<file path="src/nibble_alu_pkg.sv">
// Purpose: Shared constants and types for the nibble operation unit
// Assumes: 4-bit data path, 7-bit data memory address
// Notes:   Operation codes are local to this unit
package nibble_alu_pkg;
    localparam int DATA_W     = 4;
    localparam int ADDR_W     = 7;
    localparam int MEM_DEPTH  = 128;
    localparam logic [3:0] ACC_RESET   = 4'h0;
    localparam logic       CARRY_RESET = 1'b0;
    localparam logic [3:0] ONE_NIBBLE  = 4'h1;
    localparam int MSB_POS    = 3;

    // Operation codes seen on the command port
    typedef enum logic [3:0] {
        OP_NONE     = 4'h0,
        OP_INC      = 4'h1,
        OP_DEC      = 4'h2,
        OP_ADC      = 4'h3,
        OP_SBB      = 4'h4,
        OP_ADD      = 4'h5,
        OP_SUB      = 4'h6,
        OP_ADDKEEP  = 4'h7,
        OP_AND      = 4'h8
    } op_e;

    // Sequencer states
    typedef enum logic [1:0] {
        ST_IDLE  = 2'b00,
        ST_READ  = 2'b01,
        ST_EXEC  = 2'b10
    } state_e;
endpackage : nibble_alu_pkg

</file>
<file path="src/nibble_mem_if.sv">
// Purpose: Bundle between the sequencer and the data memory
// Assumes: Single clock, synchronous read
// Notes:   Read data valid one cycle after address
`timescale 1ns/1ns
interface nibble_mem_if;
    logic [nibble_alu_pkg::ADDR_W-1:0] addr;
    logic                              wr_en;
    logic [nibble_alu_pkg::DATA_W-1:0] wr_data;
    logic [nibble_alu_pkg::DATA_W-1:0] rd_data;
    modport ctrl (output addr, output wr_en, output wr_data, input rd_data);
    modport mem  (input addr, input wr_en, input wr_data, output rd_data);
endinterface : nibble_mem_if

</file>
<file path="src/nibble_data_mem.sv">
// Purpose: Data memory of nibbles
// Assumes: Synchronous read and write
// Notes:   Contents are not cleared by reset, as in a real RAM
`timescale 1ns/1ns
module nibble_data_mem (
    // Clocking
    input  wire logic clock,
    input  wire logic clk_en,
    // Memory side
    nibble_mem_if.mem m
);
    logic [nibble_alu_pkg::DATA_W-1:0] store [nibble_alu_pkg::MEM_DEPTH];
    logic [nibble_alu_pkg::DATA_W-1:0] rd_ff;

    // Write port
    always_ff @(posedge clock) begin
        if (clk_en && m.wr_en) begin
            store[m.addr] <= m.wr_data;
        end
    end

    // Registered read
    always_ff @(posedge clock) begin
        if (clk_en) begin
            rd_ff <= store[m.addr];
        end
    end

    assign m.rd_data = rd_ff;
endmodule : nibble_data_mem

</file>
<file path="src/nibble_alu_core.sv">
// Purpose: Adder and logic stage of the nibble operation unit
// Assumes: Purely combinational
// Notes:   Carry out is bit 4 of a 5-bit sum
`timescale 1ns/1ns
module nibble_alu_core (
    // Operands
    input  wire logic [3:0]                 mem_opnd,
    input  wire logic [3:0]                 acc,
    input  wire logic                       carry_in,
    input  wire nibble_alu_pkg::op_e        op,
    // Results
    output logic      [3:0]                 result,
    output logic                            carry_out,
    output logic                            carry_upd
);
    logic [4:0] sum;

    // Operation select
    always_comb begin
        sum       = 5'h00;
        carry_upd = 1'b1;
        case (op)
            nibble_alu_pkg::OP_INC:  sum = {1'b0, mem_opnd} + {1'b0, nibble_alu_pkg::ONE_NIBBLE};
            nibble_alu_pkg::OP_DEC:  sum = {1'b0, mem_opnd} + 5'h0F; // Carry set when no borrow
            nibble_alu_pkg::OP_ADC:  sum = {1'b0, mem_opnd} + {1'b0, acc} + {4'h0, carry_in};
            nibble_alu_pkg::OP_SBB:  sum = {1'b0, mem_opnd} + {1'b0, ~acc} + {4'h0, carry_in};
            nibble_alu_pkg::OP_ADD:  sum = {1'b0, mem_opnd} + {1'b0, acc};
            nibble_alu_pkg::OP_SUB:  sum = {1'b0, mem_opnd} + {1'b0, ~acc} + 5'h01;
            nibble_alu_pkg::OP_ADDKEEP: begin
                sum       = {1'b0, mem_opnd} + {1'b0, acc};
                carry_upd = 1'b0;
            end
            nibble_alu_pkg::OP_AND: begin
                sum       = {1'b0, mem_opnd & acc};
                carry_upd = 1'b0;
            end
            default: carry_upd = 1'b0;
        endcase
    end

    assign result    = sum[3:0];
    assign carry_out = sum[4];
endmodule : nibble_alu_core

</file>
<file path="src/nibble_alu_operations.sv">
// Purpose: Operation instructions of a 4-bit core on memory and the result register
// Assumes: One command at a time, accepted while ready is high
// Notes:   Three cycles per command: address, read, execute
// Operation
// - Increment direct word, write to memory and result register, update carry.
// - Increment pointer-addressed word, write back and to result register, update carry.
// - Decrement direct word, write to memory and result register, update carry.
// - Decrement pointer-addressed word, write back and to result register, update carry.
// - Indirect forms read and write the word addressed by the pointer.
// - Add with carry: memory plus register plus carry into register only.
// - Add with carry write-back stores the sum to register and memory.
// - Subtract with borrow: memory plus inverted register plus carry into register.
// - Subtract with borrow write-back stores to register and memory.
// - Plain add into register only, carry updated.
// - Plain add write-back stores to register and memory, carry updated.
// - Subtract: memory plus inverted register plus one into register only.
// - Subtract write-back stores the difference to register and memory.
// - Add keeping carry: sum into register, carry untouched.
// - Add keeping carry write-back stores to both, carry untouched.
// - AND memory with register into register, direct or indirect.
// - AND write-back stores the AND to register and memory.
// - Memory words, register and operands are four bits, bit 3 is MSB.
`timescale 1ns/1ns
module nibble_alu_operations (
    // Clock and reset
    input  wire logic                                clock,
    input  wire logic                                srst,
    input  wire logic                                clk_en,
    // Command
    input  wire logic                                cmd_valid,
    output logic                                     cmd_ready,
    input  wire nibble_alu_pkg::op_e                 cmd_op,
    input  wire logic                                cmd_store,
    input  wire logic                                cmd_indirect,
    input  wire logic [nibble_alu_pkg::ADDR_W-1:0]   cmd_addr,
    input  wire logic [nibble_alu_pkg::ADDR_W-1:0]   indirect_pointer,
    // Results
    output logic      [nibble_alu_pkg::DATA_W-1:0]   result_register,
    output logic                                     carry_flag,
    output logic                                     done
);
    nibble_mem_if mif ();

    nibble_alu_pkg::state_e          state_ff;
    nibble_alu_pkg::op_e             op_ff;
    logic                            store_ff;
    logic [nibble_alu_pkg::ADDR_W-1:0] addr_ff;
    logic [3:0]                      acc_ff;
    logic                            carry_ff;
    logic                            done_ff;
    logic [3:0]                      alu_res;
    logic                            alu_carry;
    logic                            alu_upd;
    logic                            exec;

    // Data memory, one word per nibble
    nibble_data_mem u_mem (
        .clock  (clock),
        .clk_en (clk_en),
        .m      (mif.mem)
    );

    // Arithmetic and logic stage
    nibble_alu_core u_core (
        .mem_opnd  (mif.rd_data),
        .acc       (acc_ff),
        .carry_in  (carry_ff),
        .op        (op_ff),
        .result    (alu_res),
        .carry_out (alu_carry),
        .carry_upd (alu_upd)
    );

    assign cmd_ready = (state_ff == nibble_alu_pkg::ST_IDLE);
    assign exec      = (state_ff == nibble_alu_pkg::ST_EXEC);

    // Sequencer; a NONE command is dropped so it never touches memory
    always_ff @(posedge clock) begin
        if (srst) begin
            state_ff <= nibble_alu_pkg::ST_IDLE;
        end else if (clk_en) begin
            case (state_ff)
                nibble_alu_pkg::ST_IDLE: begin
                    if (cmd_valid && cmd_op != nibble_alu_pkg::OP_NONE) begin
                        state_ff <= nibble_alu_pkg::ST_READ;
                    end
                end
                nibble_alu_pkg::ST_READ: state_ff <= nibble_alu_pkg::ST_EXEC;
                nibble_alu_pkg::ST_EXEC: state_ff <= nibble_alu_pkg::ST_IDLE;
                default:                 state_ff <= nibble_alu_pkg::ST_IDLE;
            endcase
        end
    end

    // Command capture; pointer sampled at acceptance
    always_ff @(posedge clock) begin
        if (srst) begin
            op_ff    <= nibble_alu_pkg::OP_NONE;
            store_ff <= 1'b0;
            addr_ff  <= '0;
        end else if (clk_en && cmd_ready && cmd_valid) begin
            op_ff    <= cmd_op;
            // Increment and decrement always write back
            store_ff <= cmd_store || cmd_op == nibble_alu_pkg::OP_INC
                                  || cmd_op == nibble_alu_pkg::OP_DEC;
            addr_ff  <= cmd_indirect ? indirect_pointer : cmd_addr;
        end
    end

    // Memory port: address held through read and execute
    assign mif.addr    = addr_ff;
    // Starred forms write the result back
    assign mif.wr_en   = exec && store_ff;
    assign mif.wr_data = alu_res;

    // Result register loaded on every operation
    always_ff @(posedge clock) begin
        if (srst) begin
            acc_ff <= nibble_alu_pkg::ACC_RESET;
        end else if (clk_en && exec) begin
            acc_ff <= alu_res; // Wraps modulo sixteen
        end
    end

    // Carry from bit 3; kept for add-keep and AND
    always_ff @(posedge clock) begin
        if (srst) begin
            carry_ff <= nibble_alu_pkg::CARRY_RESET;
        end else if (clk_en && exec && alu_upd) begin
            carry_ff <= alu_carry;
        end
    end

    // Completion pulse
    always_ff @(posedge clock) begin
        if (srst) begin
            done_ff <= 1'b0;
        end else if (clk_en) begin
            done_ff <= exec;
        end
    end

    assign result_register = acc_ff;
    assign carry_flag      = carry_ff;
    assign done            = done_ff;
endmodule : nibble_alu_operations

</file>
<file path="config.mk">
export PLATFORM = sky130hd
export DESIGN_NAME = nibble_alu_operations
export DESIGN_NICKNAME = d
export VERILOG_FILES = /design/src/nibble_alu_pkg.sv /design/src/nibble_mem_if.sv /design/src/nibble_data_mem.sv /design/src/nibble_alu_core.sv /design/src/nibble_alu_operations.sv
export SDC_FILE = /design/constraint.sdc
export NUM_CORES = 1
export LEC_CHECK = 0
export ABC_AREA = 1
export BUFFER_PORTS_ARGS = -buffer_cell sky130_fd_sc_hd__buf_2
export CORE_MARGIN = 2
export CORE_UTILIZATION = 30
export DETAILED_ROUTE_END_ITERATION = 7
export PLACE_DENSITY_LB_ADDON = 0.12
export SYNTH_ARGS = -nofsm -noshare
export SYNTH_HDL_FRONTEND = slang
export SYNTH_HIERARCHICAL = 1
export SYNTH_SLANG_ARGS = --single-unit
</file>
<file path="constraint.sdc">
create_clock -name clock -period 9.8 [get_ports clock]
set_input_delay 1.96 -clock clock [delete_from_list [all_inputs] [get_ports clock]]
set_output_delay 1.96 -clock clock [all_outputs]
set_load 0.005 [all_outputs]
</file>
# Word level (Yosys, flattened, before mapping)
# Memory sizes are Yosys's and may differ from the RTL's. A register that Yosys moved wholly into a read port is not among the register bits.
# Cells that the tools add are included.
# classes
add_sub_neg	7
n_eq_ne	13
n_mux	7
n_bitwise	2
n_reduce_logical	14
# ops
operator	n
one-hot mux 5 bit (7 select lines)	1
== test 4 x 3 -> 1 bit, second input constant	4
== test 4 x 2 -> 1 bit, second input constant	3
adder 4 x 4 -> 5 bit	2
adder 5 x 1 -> 5 bit	2
== test 4 x 1 -> 1 bit, second input constant	2
logical AND 1 bit	7
two-way mux 7 bit	1
OR reduction 6 bit	1
adder 4 x 1 -> 5 bit, second input constant	1
adder 4 x 4 -> 5 bit, second input constant	1
adder 5 x 1 -> 5 bit, second input constant	1
bitwise AND 4 bit	1
== test 4 bit, second input constant	1
inverter 4 bit	1
one-hot mux 2 bit (2 select lines)	1
nonzero test 4 bit	1
two-way mux 1 bit	3
== test 2 x 1 -> 1 bit, second input constant	1
== test 2 bit, second input constant	1
logical NOT 2 bit	1
logical OR 1 bit	2
two-way mux 2 bit	1
!= test 2 x 1 -> 1 bit, second input constant	1
other kinds (2)	2
# totals
ff_bits	20
ramBits	512
inputBits	24
output_inout_bits	7
elab_cells	51
n_memories	1
# mem_list
memory	words	width	read_ports	rd_clocked_by_memory_dff	wr	line_no	text
u_mem.store	128	4	1	1	1	nibble_data_mem.sv:12	logic [nibble_alu_pkg::DATA_W-1:0] store [nibble_alu_pkg::MEM_DEPTH];

# Longest topological paths before layout
# Gate-level depths: netlist (run 1).
# logic_depth
depth_word	5
mapped_depth	17
mapped_depth_nobuf	17

# Hierarchy
# Netlist (run 1), hierarchy kept.
# by_module_without_submodules
mod	n_inst	cells_each	area_per_inst_um2	seq_area_each_um2
nibble_data_mem	1	2266	22301.4	15494.9
nibble_alu_operations	1	136	908.4	400.4
nibble_alu_core	1	172	899.6	0.0

# Worst setup path after synthesis (run 1)
# OpenSTA, ideal clock, no wires.
# synth_path
kind	reg-to-reg
from	register u_mem.rd_ff (netlist bit u_mem/m.rd_data[0]) (read register of u_mem.store)
to	memory u_mem/store[0][2] (netlist name), data pin
setup_ns	0.877
t_arrival_ns	5.103
t_required_ns	8.923
slack_ns	3.820
path_stages_with_launch	10
n_path_buf	0
synth_period_minus_slack_ns	5.980
cell_sequence	edfxtp_1 ha_1 fa_1 inv_1 nand2_1 and2_1 ha_1 inv_1 nor2_2 o211ai_1
# synth_between
elab_chain_len	3
word_cells_on_any_way	8
classes_between	7 x add/sub; 1 x mux
# synth_lines
element	line_no	text
start: declaration	nibble_data_mem.sv:13	logic [nibble_alu_pkg::DATA_W-1:0] rd_ff;
adder 4 x 4 -> 5 bit (on tied branches)	-	
adder 5 x 1 -> 5 bit (on tied branches)	nibble_alu_core.sv:28, nibble_alu_core.sv:25, nibble_alu_core.sv:26	
one-hot mux 5 bit (7 select lines) *	nibble_alu_core.sv:22	case (op)
net alu_res[2]	nibble_alu_operations.sv:51	logic [3:0] alu_res;
end: declaration	nibble_data_mem.sv:12	
# The timed path passes the listed nets; every way through them passes the cells marked *.

# Worst setup path in the final report (run 1)
# layout_path
from	register u_mem.rd_ff (netlist bit u_mem/m.rd_data[0]) (read register of u_mem.store)
to	memory u_mem/store[55][2] (netlist name), data pin
# The elaborated chain is that of the path after synthesis.

==> out/metrics.cfg, run 1 <==
[status]
status=finished, final reports clean

[floorplanning]
start_util_pct=30.42
core-area_mm2=0.07926
ioPinCount=31
rows=103
die_y_um=287.5
die-area_mm2=0.08265
dieWidth_um=287.5

[layout]
drive_above_1_share_pct=7.072
final_common_cell=nand2_1
area_growth_pct=13.06
final_cell_area_mm2=0.02726
final_cell_mix=nand2_1, edfxtp_1, nor2_1
nNetsFinal=2617

[timing]
max_freq_mhz=248.3
min_period_ns=4.027
maxSlewViolCount=0
skew_ns=0.01096
grt_setup_unrepaired=false
setup_slack_ns=5.773
tns_ns=0
max_slew_margin_pct=19.90
setup_viol=0
hold_violations=0
worstMarginPinSlew_ns=1.197
fin_crit_sh_pct=41.09

[place]
hpwlAfterDp_um=39870
dpl_worst_slack_ns=5.431
gp_congestion=0.8088
placed_cell_area_mm2=0.02527
io_buffers=30

[yosys]
yosysUniqueCellTypes=34
syn-mean-instance-area_um2=9.367
yosys_register_bits=536
synth_top_area_share_pct=64.27
yosysTopAreaCell=edfxtp_1
synth.cell_area_mm2=0.02411
synth_seq_area_share_pct=65.93
syn_inst=2574
synth_area_leaders=edfxtp_1, nand2_1, nor2_1
yosys_warnings=6
syn_nets=2612

[grt]
grt_max_degree=99
use_met3_pct=2.480
busiest_layer=met2
first_global_vias=16760
grt_pass1_wl_um=101900
grt_util_met2_pct=27.52
use_met1_pct=22.12
grt_antenna_before_repair=6
grt_overflow=0
grt_use_total_pct=16.45

[setup_path]
endpoint_kind=register
critical_path_class=reg -> reg
crit_arrival_ns=4.34
startpoint_type=register
cp.required_ns=10.12
cp_max_fo=65

[routing]
antenna_left=0
wl_um=67810
via_per_inst=4.567
wl_per_cell_um=18.42
drt_pass1_iterations=5
drc_errors=0
vias=16820
drt_iter0_drc=1187

[power]
irDropWorstVdd_mv=0.1381
pwr-share-comb_pct=8.4
swShare_pct=24.25
seqPwrFrac_pct=49.2
powerDensity_mw_per_mm2=195.3
clock_power_share_pct=42.4
internal_power_uw=4032
p_leak_uw=0.01110
switchingPower_uw=1291

[cts]
numCtsBuffers=60
cts_tree=built
htreeDepth=2
cts_sinks=536
post-cts-setup-buffers=0
clk_latency_ns=0.64
postCtsResizedCells=0
path_clk_slew_ns=0.06
clock_path_buffers=3
cts-root-buf=clkbuf_16
postCtsHoldBufs=0

[hold_path]
hold_class=reg -> reg

[run]
maxCapViolations=0

==> synthesized netlist by cell type (all sizes together) <==
cell    number
and2         1
xor2         1
dfxtp       20
nand3       73
inv        111
buf         96
clkbuf      15
or2         14
nand2     1405
edfxtp     516
o31ai        1
o21ai       24
a31oi        1
o22ai        2
o211ai       4
a211oi       1
a21oi       24
nand3b       2
ha          12
nor3         3
nor2       243
nand4        3
fa           2
==> cell type report <==
type / count / area [um^2]
Antenna cell: 2 / 5.005
Clock buffer: 75 / 1599
Clock inverter: 38 / 386.6
Fill cell: 8093 / 52000
Inverter: 111 / 424.2
Multi-Input combinational cell: 1816 / 7295
Sequential cell: 536 / 15900
Tap cell: 1050 / 1314
Timing Repair Buffer: 54 / 330.3
==> routing by layer <==
| layer | wire length, um | vias to the layer above |
|---|---|---|
| met4 | 1500 | 6 |
| li1 | - | 8291 |
| met5 | 42 | - |
| met1 | 31060 | 8093 |
| met3 | 3113 | 96 |
| met2 | 32090 | 330 |
==> worst max-delay path: stages (launching register included) <==
cell and delay (ns):
edfxtp_1 0.47, ha_1 0.28, fa_1 0.46, inv_1 0.07, nand2_1 0.06, and2_1 0.16
ha_1 0.19, inv_1 0.08, nor2_2 0.06, o211ai_1 0.24, buf_4 0.77, buf_4 0.81
==> through the flow <==
step	utilization [%]	instances	hold slack, ns	total power, uW
6_report	34.39	3682	0.4721	5323
5_1_grt	34.38	3680	0.5033	5540
4_1_cts	34.38	3680	0.4777	5398
3_5_place_dp	31.88	3567	0.4680	3129
3_3_place_gp	31.88	3567	0.4740	3132
2_1_floorplan	-	2574	0.4598	2939
==> worst paths after layout <==
kind | startpoint | endpoint | slack [ns] | cells past startpoint
min | done$_SDFFE_PP0P_ | done$_SDFFE_PP0P_ | 0.47 | 2
max | u_mem/m.rd_data[0]$_DFFE_PP_ | u_mem/store[55][2]$_DFFE_PP_ | 5.77 | 11
min reg2reg | done$_SDFFE_PP0P_ | done$_SDFFE_PP0P_ | 0.47 | 2
max reg2reg | u_mem/m.rd_data[0]$_DFFE_PP_ | u_mem/store[55][2]$_DFFE_PP_ | 5.77 | 11
==> flip-flops by register name (all words and copies together), names as in the netlist <==
register and flops:
u_mem/m.rd_data 4, addr_ff 7, carry_flag 1, op_ff 4, store_ff 1, state_ff 2
result_register 4, done 1, u_mem/store 512
==> power by group through the flow <==
stage	Clock (uW)	Combinational (uW)	Sequential [uW]
after floorplan	0	262	2680
after global placement	0	466	2670
after detailed placement	0	462	2670
after CTS	2320	463	2620
after global routing	2410	509	2620
final	2260	449	2620
==> logic make-up (layout without fill, tap and decap cells) <==
group | Yosys count | count (layout) | share of synthesized area (%)
and+or+nand+nor | 1744 | 1744 | 27.90
DFF | 536 | 536 | 65.93
xor gates and xnor gates | 1 | 1 | 0.03633
other | 0 | 2 | 0
AOI/OAI and AO/OA | 57 | 57 | 1.323
buffers and inverters | 222 | 278 | 4.022
adders and majority gates | 14 | 14 | 0.7888
(Power assumes the default switching activity.)
==> run 2: changes to the inputs <==
Clock period 9.8 ns to 3.8 ns, I/O delays scaled along.
==> out/metrics.cfg, run 2 (synthesis gave the netlist of run 1 again) <==
[setup_path]
endpoint_kind=register  ; unchanged
cp_slowest_stage_delay_ns=0.51  ; was 0.81 ns
startpoint_type=register  ; unchanged
cp_max_fo=31  ; was 65
critical_path_class=reg -> reg  ; unchanged
cp_num_buf_inv=2  ; was 4
crit_chain=ha_2 > inv_1 > fa_1 > nand2_1 > and2_1 > ha_1 > a21oi_1 > nand3_4 > buf_4  ; was ha_1 > fa_1 > inv_1 > nand2_1 > and2_1 > ha_1 > inv_1 > nor2_2 > o211ai_1 > buf_4 > buf_4
cp.required_ns=4.12  ; was 10.12 ns
path_depth=9  ; was 11
reg2reg_depth=9  ; was 11
crit_arrival_ns=3.50  ; was 4.34 ns
cp_slowest_cell=fa_1  ; was buf_4
crit_family=adder cells  ; was buffers and inverters

[timing]
setup_viol=0  ; unchanged
fin_crit_sh_pct=83.49  ; was 41.09%
max_slew_margin_pct=38.63  ; was 19.90%
hold_ws_ns=0.3953  ; was 0.4721 ns
grt_setup_unrepaired=false  ; unchanged
maxSlewViolCount=0  ; unchanged
worstMarginPinSlew_ns=0.9195  ; was 1.197 ns
tns_ns=0  ; unchanged
min_period_ns=3.173  ; was 4.027 ns
hold_violations=0  ; unchanged
skew_ns=0.01440  ; was 0.01096 ns
max_freq_mhz=315.2  ; was 248.3 MHz

[floorplanning]
core-area_mm2=0.07926  ; unchanged
ioPinCount=31  ; unchanged
rows=103  ; unchanged
die_y_um=287.5  ; unchanged
die-area_mm2=0.08265  ; unchanged
start_util_pct=30.42  ; unchanged
dieWidth_um=287.5  ; unchanged

[power]
swShare_pct=23.90  ; was 24.25%
clock_power_share_pct=42.9  ; was 42.4%
switchingPower_uw=3321  ; was 1291 uW
seqPwrFrac_pct=48.5  ; was 49.2%
power_uw=13890  ; was 5323 uW
irDropWorstVdd_mv=0.3440  ; was 0.1381 mV
powerDensity_mw_per_mm2=503.1  ; was 195.3 mW/mm^2
pwr-share-comb_pct=8.6  ; was 8.4%
p_leak_uw=0.01128  ; was 0.01110 uW
internal_power_uw=10570  ; was 4032 uW

[layout]
final_cell_area_mm2=0.02762  ; was 0.02726 mm^2
largest_register_ffs=512  ; unchanged
final_cell_mix=nand2_1, edfxtp_1, nor2_1  ; unchanged
antenna_cells=0  ; was 2
drive_above_1_share_pct=7.887  ; was 7.072%
nNetsFinal=2639  ; was 2617
final_common_cell=nand2_1  ; unchanged
largestRegisters=u_mem/store (512), addr_ff (7)  ; unchanged
area_growth_pct=14.56  ; was 13.06%
final_util_pct=34.85  ; was 34.39%
top_register=u_mem/store  ; unchanged

[routing]
wl_per_cell_um=18.61  ; was 18.42 um
drt_pass1_iterations=5  ; unchanged
vias=16860  ; was 16820
wl_um=68860  ; was 67810 um
via_per_inst=4.555  ; was 4.567
drc_errors=0  ; unchanged
drt_iter0_drc=1190  ; was 1187
antenna_left=0  ; unchanged

[cts]
clock_path_buffers=3  ; unchanged
clk_latency_ns=0.62  ; was 0.64 ns
postCtsResizedCells=0  ; unchanged
numCtsBuffers=59  ; was 60
cts-root-buf=clkbuf_16  ; unchanged
post-cts-setup-buffers=0  ; unchanged
cts_sinks=536  ; unchanged
htreeDepth=2  ; unchanged
postCtsHoldBufs=0  ; unchanged
path_clk_slew_ns=0.07  ; was 0.06 ns
cts_tree=built  ; unchanged

[status]
status=finished, final reports clean  ; unchanged

[place]
hpwlAfterDp_um=41560  ; was 39870 um
gp_congestion=0.8496  ; was 0.8088
io_buffers=30  ; unchanged
placed_cell_area_mm2=0.02561  ; was 0.02527 mm^2

[grt]
grt_antenna_before_repair=1  ; was 6
grt_overflow=0  ; unchanged
grt_max_degree=106  ; was 99
grt_pass1_wl_um=104300  ; was 101900 um
first_global_vias=16830  ; was 16760
grt_use_total_pct=16.63  ; was 16.45%

[hold_path]
whs_path_depth=3  ; was 2
hold_class=in -> reg  ; was reg -> reg

[run]
maxCapViolations=0  ; unchanged

[run 2: cell types whose count changed in the layout (fill, tap and decap cells not counted), sizes merged]
cell | previous run | this run
clkbuf | 75 | 67
diode | 2 | 0
clkinvlp | 2 | 1
inv | 113 | 112
bufinv | 7 | 10
clkinv | 27 | 31
buf | 54 | 77
[run 2: final timing paths]
kind	startpoint	to	slack, ns
max	u_mem/m.rd_data[0]$_DFFE_PP_	u_mem/store[124][1]$_DFFE_PP_	0.63
max reg2reg	u_mem/m.rd_data[0]$_DFFE_PP_	u_mem/store[124][1]$_DFFE_PP_	0.63
min reg2reg	done$_SDFFE_PP0P_	done$_SDFFE_PP0P_	0.48
min	cmd_op[2]	op_ff[2]$_SDFFE_PP0P_	0.40
[run 2: final cells by class]
cell class | count | area [um^2]
timing repair buffer | 77 | 690.7
tap | 1050 | 1314
clock inverter | 43 | 460.4
multi-input combinational | 1816 | 7274
fill | 8097 | 51640
inverter | 111 | 424.2
sequential | 536 | 15910
clock buffer | 67 | 1549
[run 2: worst register-to-register path, delay by kind of cell, from the launching register on]
family	cells	cell delay, ns
buffers and inverters	2	0.51
and+or+nand+nor	3	0.69
DFF	1	0.44
AOI/OAI and AO/OA	1	0.22
adders and majority gates	3	1.01
[run 2: per-layer routing]
| metal | vias up | global-route usage [%] | wire (um) |
|---|---|---|---|
| met5 | - | 0 | 0 |
| met4 | 0 | 3.620 | 1187 |
| met3 | 81 | 2.092 | 2611 |
| li1 | 8328 | - | - |
| met2 | 295 | 27.68 | 32180 |
| met1 | 8151 | 23.16 | 32890 |
[run 2: power by group through the flow]
| stage | clock (uW) | sequential [uW] | combinational (uW) |
|---|---|---|---|
| floorplan | 0 | 6900 | 677 |
| global placement | 0 | 6870 | 1240 |
| detailed placement | 0 | 6870 | 1230 |
| CTS | 6110 | 6740 | 1230 |
| global route | 6340 | 6750 | 1340 |
| finish | 5960 | 6740 | 1190 |
[run 2: per-stage QoR]
| stage | worst slack [ns] | instances |
|---|---|---|
| 3_5_place_dp | 0.5941 | 3590 |
| 6_report | 0.6274 | 3700 |
| 5_1_grt | 0.4223 | 3700 |
| 2_1_floorplan | -2.137 | 2574 |
| 3_3_place_gp | 0.6364 | 3590 |
| 4_1_cts | 0.5931 | 3700 |
==> run 3: changes to the inputs <==
Clock period 3.8 ns to 2.6 ns, I/O delays scaled along.
==> out/metrics.cfg, run 3 (synthesis gave the netlist of run 1 again) <==
[power]
internal_power_uw=15280  ; was 10570 uW
pwr-share-comb_pct=10.3  ; was 8.6%
p_leak_uw=0.01191  ; was 0.01128 uW
switchingPower_uw=4889  ; was 3321 uW
swShare_pct=24.24  ; was 23.90%
seqPwrFrac_pct=48.7  ; was 48.5%
irDropWorstVdd_mv=0.5349  ; was 0.3440 mV
powerDensity_mw_per_mm2=701.6  ; was 503.1 mW/mm^2
clock_power_share_pct=41.0  ; was 42.9%

[setup_path]
critical_path_class=reg -> reg  ; unchanged
endpoint_kind=register  ; unchanged
cp_slowest_stage_delay_ns=0.52  ; was 0.51 ns
crit_chain=ha_2 > fa_1 > inv_1 > nand2_1 > and2_4 > ha_4 > a21oi_4 > nand3_4 > buf_6 > buf_12 > buf_16  ; was ha_2 > inv_1 > fa_1 > nand2_1 > and2_1 > ha_1 > a21oi_1 > nand3_4 > buf_4
crit_family=adder cells  ; unchanged
cp.required_ns=2.95  ; was 4.12 ns
startpoint_type=register  ; unchanged
crit_arrival_ns=2.94  ; was 3.50 ns
cp_num_buf_inv=4  ; was 2
cp_slowest_cell=fa_1  ; unchanged
cp_max_fo=9  ; was 31

[routing]
wl_per_cell_um=18.37  ; was 18.61 um
antenna_left=0  ; unchanged
drt_iter0_drc=1089  ; was 1190
via_per_inst=4.535  ; was 4.555
drt_pass1_iterations=5  ; unchanged
drc_errors=0  ; unchanged
wl_um=70090  ; was 68860 um
vias=17300  ; was 16860

[run]
maxCapViolations=0  ; unchanged

[layout]
stdcell_count=3815  ; was 3700
top_register=u_mem/store  ; unchanged
largestRegisters=u_mem/store (512), addr_ff (7)  ; unchanged
drive_above_1_share_pct=11.75  ; was 7.887%
nNetsFinal=2754  ; was 2639
largest_register_ffs=512  ; unchanged
final_common_cell=nand2_1  ; unchanged
final_util_pct=36.26  ; was 34.85%
final_cell_mix=nand2_1, edfxtp_1, nor2_1  ; unchanged
antenna_cells=0  ; unchanged
area_growth_pct=19.21  ; was 14.56%
n_fill_cell=8021  ; was 8097

[cts]
htreeDepth=2  ; unchanged
path_clk_slew_ns=0.06  ; was 0.07 ns
numCtsBuffers=59  ; unchanged
clock_path_buffers=3  ; unchanged
cts_tree=built  ; unchanged
cts_sinks=536  ; unchanged
clk_latency_ns=0.63  ; was 0.62 ns
cts-root-buf=clkbuf_16  ; unchanged
postCtsHoldBufs=0  ; unchanged

[floorplanning]
core-area_mm2=0.07926  ; unchanged
dieWidth_um=287.5  ; unchanged
die_y_um=287.5  ; unchanged
die-area_mm2=0.08265  ; unchanged
start_util_pct=30.42  ; unchanged
rows=103  ; unchanged
ioPinCount=31  ; unchanged

[timing]
max_slew_margin_pct=60.06  ; was 38.63%
worstMarginPinSlew_ns=0.5992  ; was 0.9195 ns
grt_setup_unrepaired=true  ; was false
skew_ns=0.02627  ; was 0.01440 ns
tns_ns=0  ; unchanged
maxSlewViolCount=0  ; unchanged
setup_viol=0  ; unchanged
hold_violations=0  ; unchanged
max_freq_mhz=387.3  ; was 315.2 MHz
fin_crit_sh_pct=99.31  ; was 83.49%
min_period_ns=2.582  ; was 3.173 ns
hold_ws_ns=0.1849  ; was 0.3953 ns
setup_slack_ns=0.01786  ; was 0.6274 ns

[place]
dpl_worst_slack_ns=0.009867  ; was 0.5941 ns
hpwlAfterDp_um=43910  ; was 41560 um
io_buffers=30  ; unchanged
gp_congestion=0.7980  ; was 0.8496
dp.cells=3691  ; was 3590

[status]
status=finished, final reports clean  ; unchanged

[grt]
grt_pass1_wl_um=103600  ; was 104300 um
grt_antenna_before_repair=0  ; was 1
grt_use_total_pct=16.59  ; was 16.63%
grt_overflow=0  ; unchanged
first_global_vias=16630  ; was 16830
grt_max_degree=71  ; was 106

[hold_path]
hold_class=in -> reg  ; unchanged

run 3: changes by cell type in the layout (fill, tap and decap cells not counted), sizes merged:
cell | previous run | this run
buf | 77 | 187
clkbuf | 67 | 78
clkinv | 31 | 28
bufinv | 10 | 6
clkinvlp | 1 | 2
run 3: final cells by class:
class                      instances  area [um^2]  share of cell area [%]
inverter                         111        424.2                   1.476
sequential                       536        15910                   55.34
timing repair buffer             192         1874                   6.521
clock buffer                      73         1550                   5.394
clock inverter                    37        360.3                   1.254
multi-input combinational       1816         7312                   25.44
tap                             1050         1314                   4.571
run 3: path summary, 6_finish.rpt:
path	from	to	cells past startpoint	slack [ns]
min reg2reg	done$_SDFFE_PP0P_	done$_SDFFE_PP0P_	2	0.47
max	u_mem/m.rd_data[0]$_DFFE_PP_	u_mem/store[3][1]$_DFFE_PP_	11	0.02
min	cmd_op[3]	op_ff[3]$_SDFFE_PP0P_	3	0.18
max reg2reg	u_mem/m.rd_data[0]$_DFFE_PP_	u_mem/store[3][1]$_DFFE_PP_	11	0.02
run 3: worst reg2reg max path, delay by kind of cell (launching register included):
family	cells	cell delay, ns
adders and majority gates	3	0.93
buffers and inverters	4	0.48
and+or+nand+nor	3	0.34
DFF	1	0.42
AOI/OAI and AO/OA	1	0.17
run 3: layer usage:
metal / track usage, % / vias to the layer above / wire length [um]
met3: 2.361 / 91 / 3029
met1: 23.21 / 8263 / 32710
met5: 0 / - / 0
li1: - / 8555 / -
met2: 27.07 / 392 / 32690
met4: 4.102 / 0 / 1659
run 3: power by group through the flow:
stage          Sequential, uW  Clock [uW]  Combinational, uW
2_1_floorplan           10100           0                996
3_3_place_gp            10000           0               1910
3_5_place_dp            10000           0               1910
4_1_cts                  9830        8490               1920
5_1_grt                  9830        8780               2310
6_report                 9830        8260               2070
run 3: repair_timing:
action | in CTS | in global routing
resized for setup | 0 | 19
hold endpoints to repair | 0 | 0
endpoints found under the setup margin | 0 | 319
setup buffers | 0 | 7
run 3: metrics by stage:
stage	power, uW	cell area [um^2]
6_report	20170	28740
5_1_grt	20930	28740
4_1_cts	20240	28460
3_5_place_dp	11930	26550
3_3_place_gp	11920	26550
2_1_floorplan	11070	24150
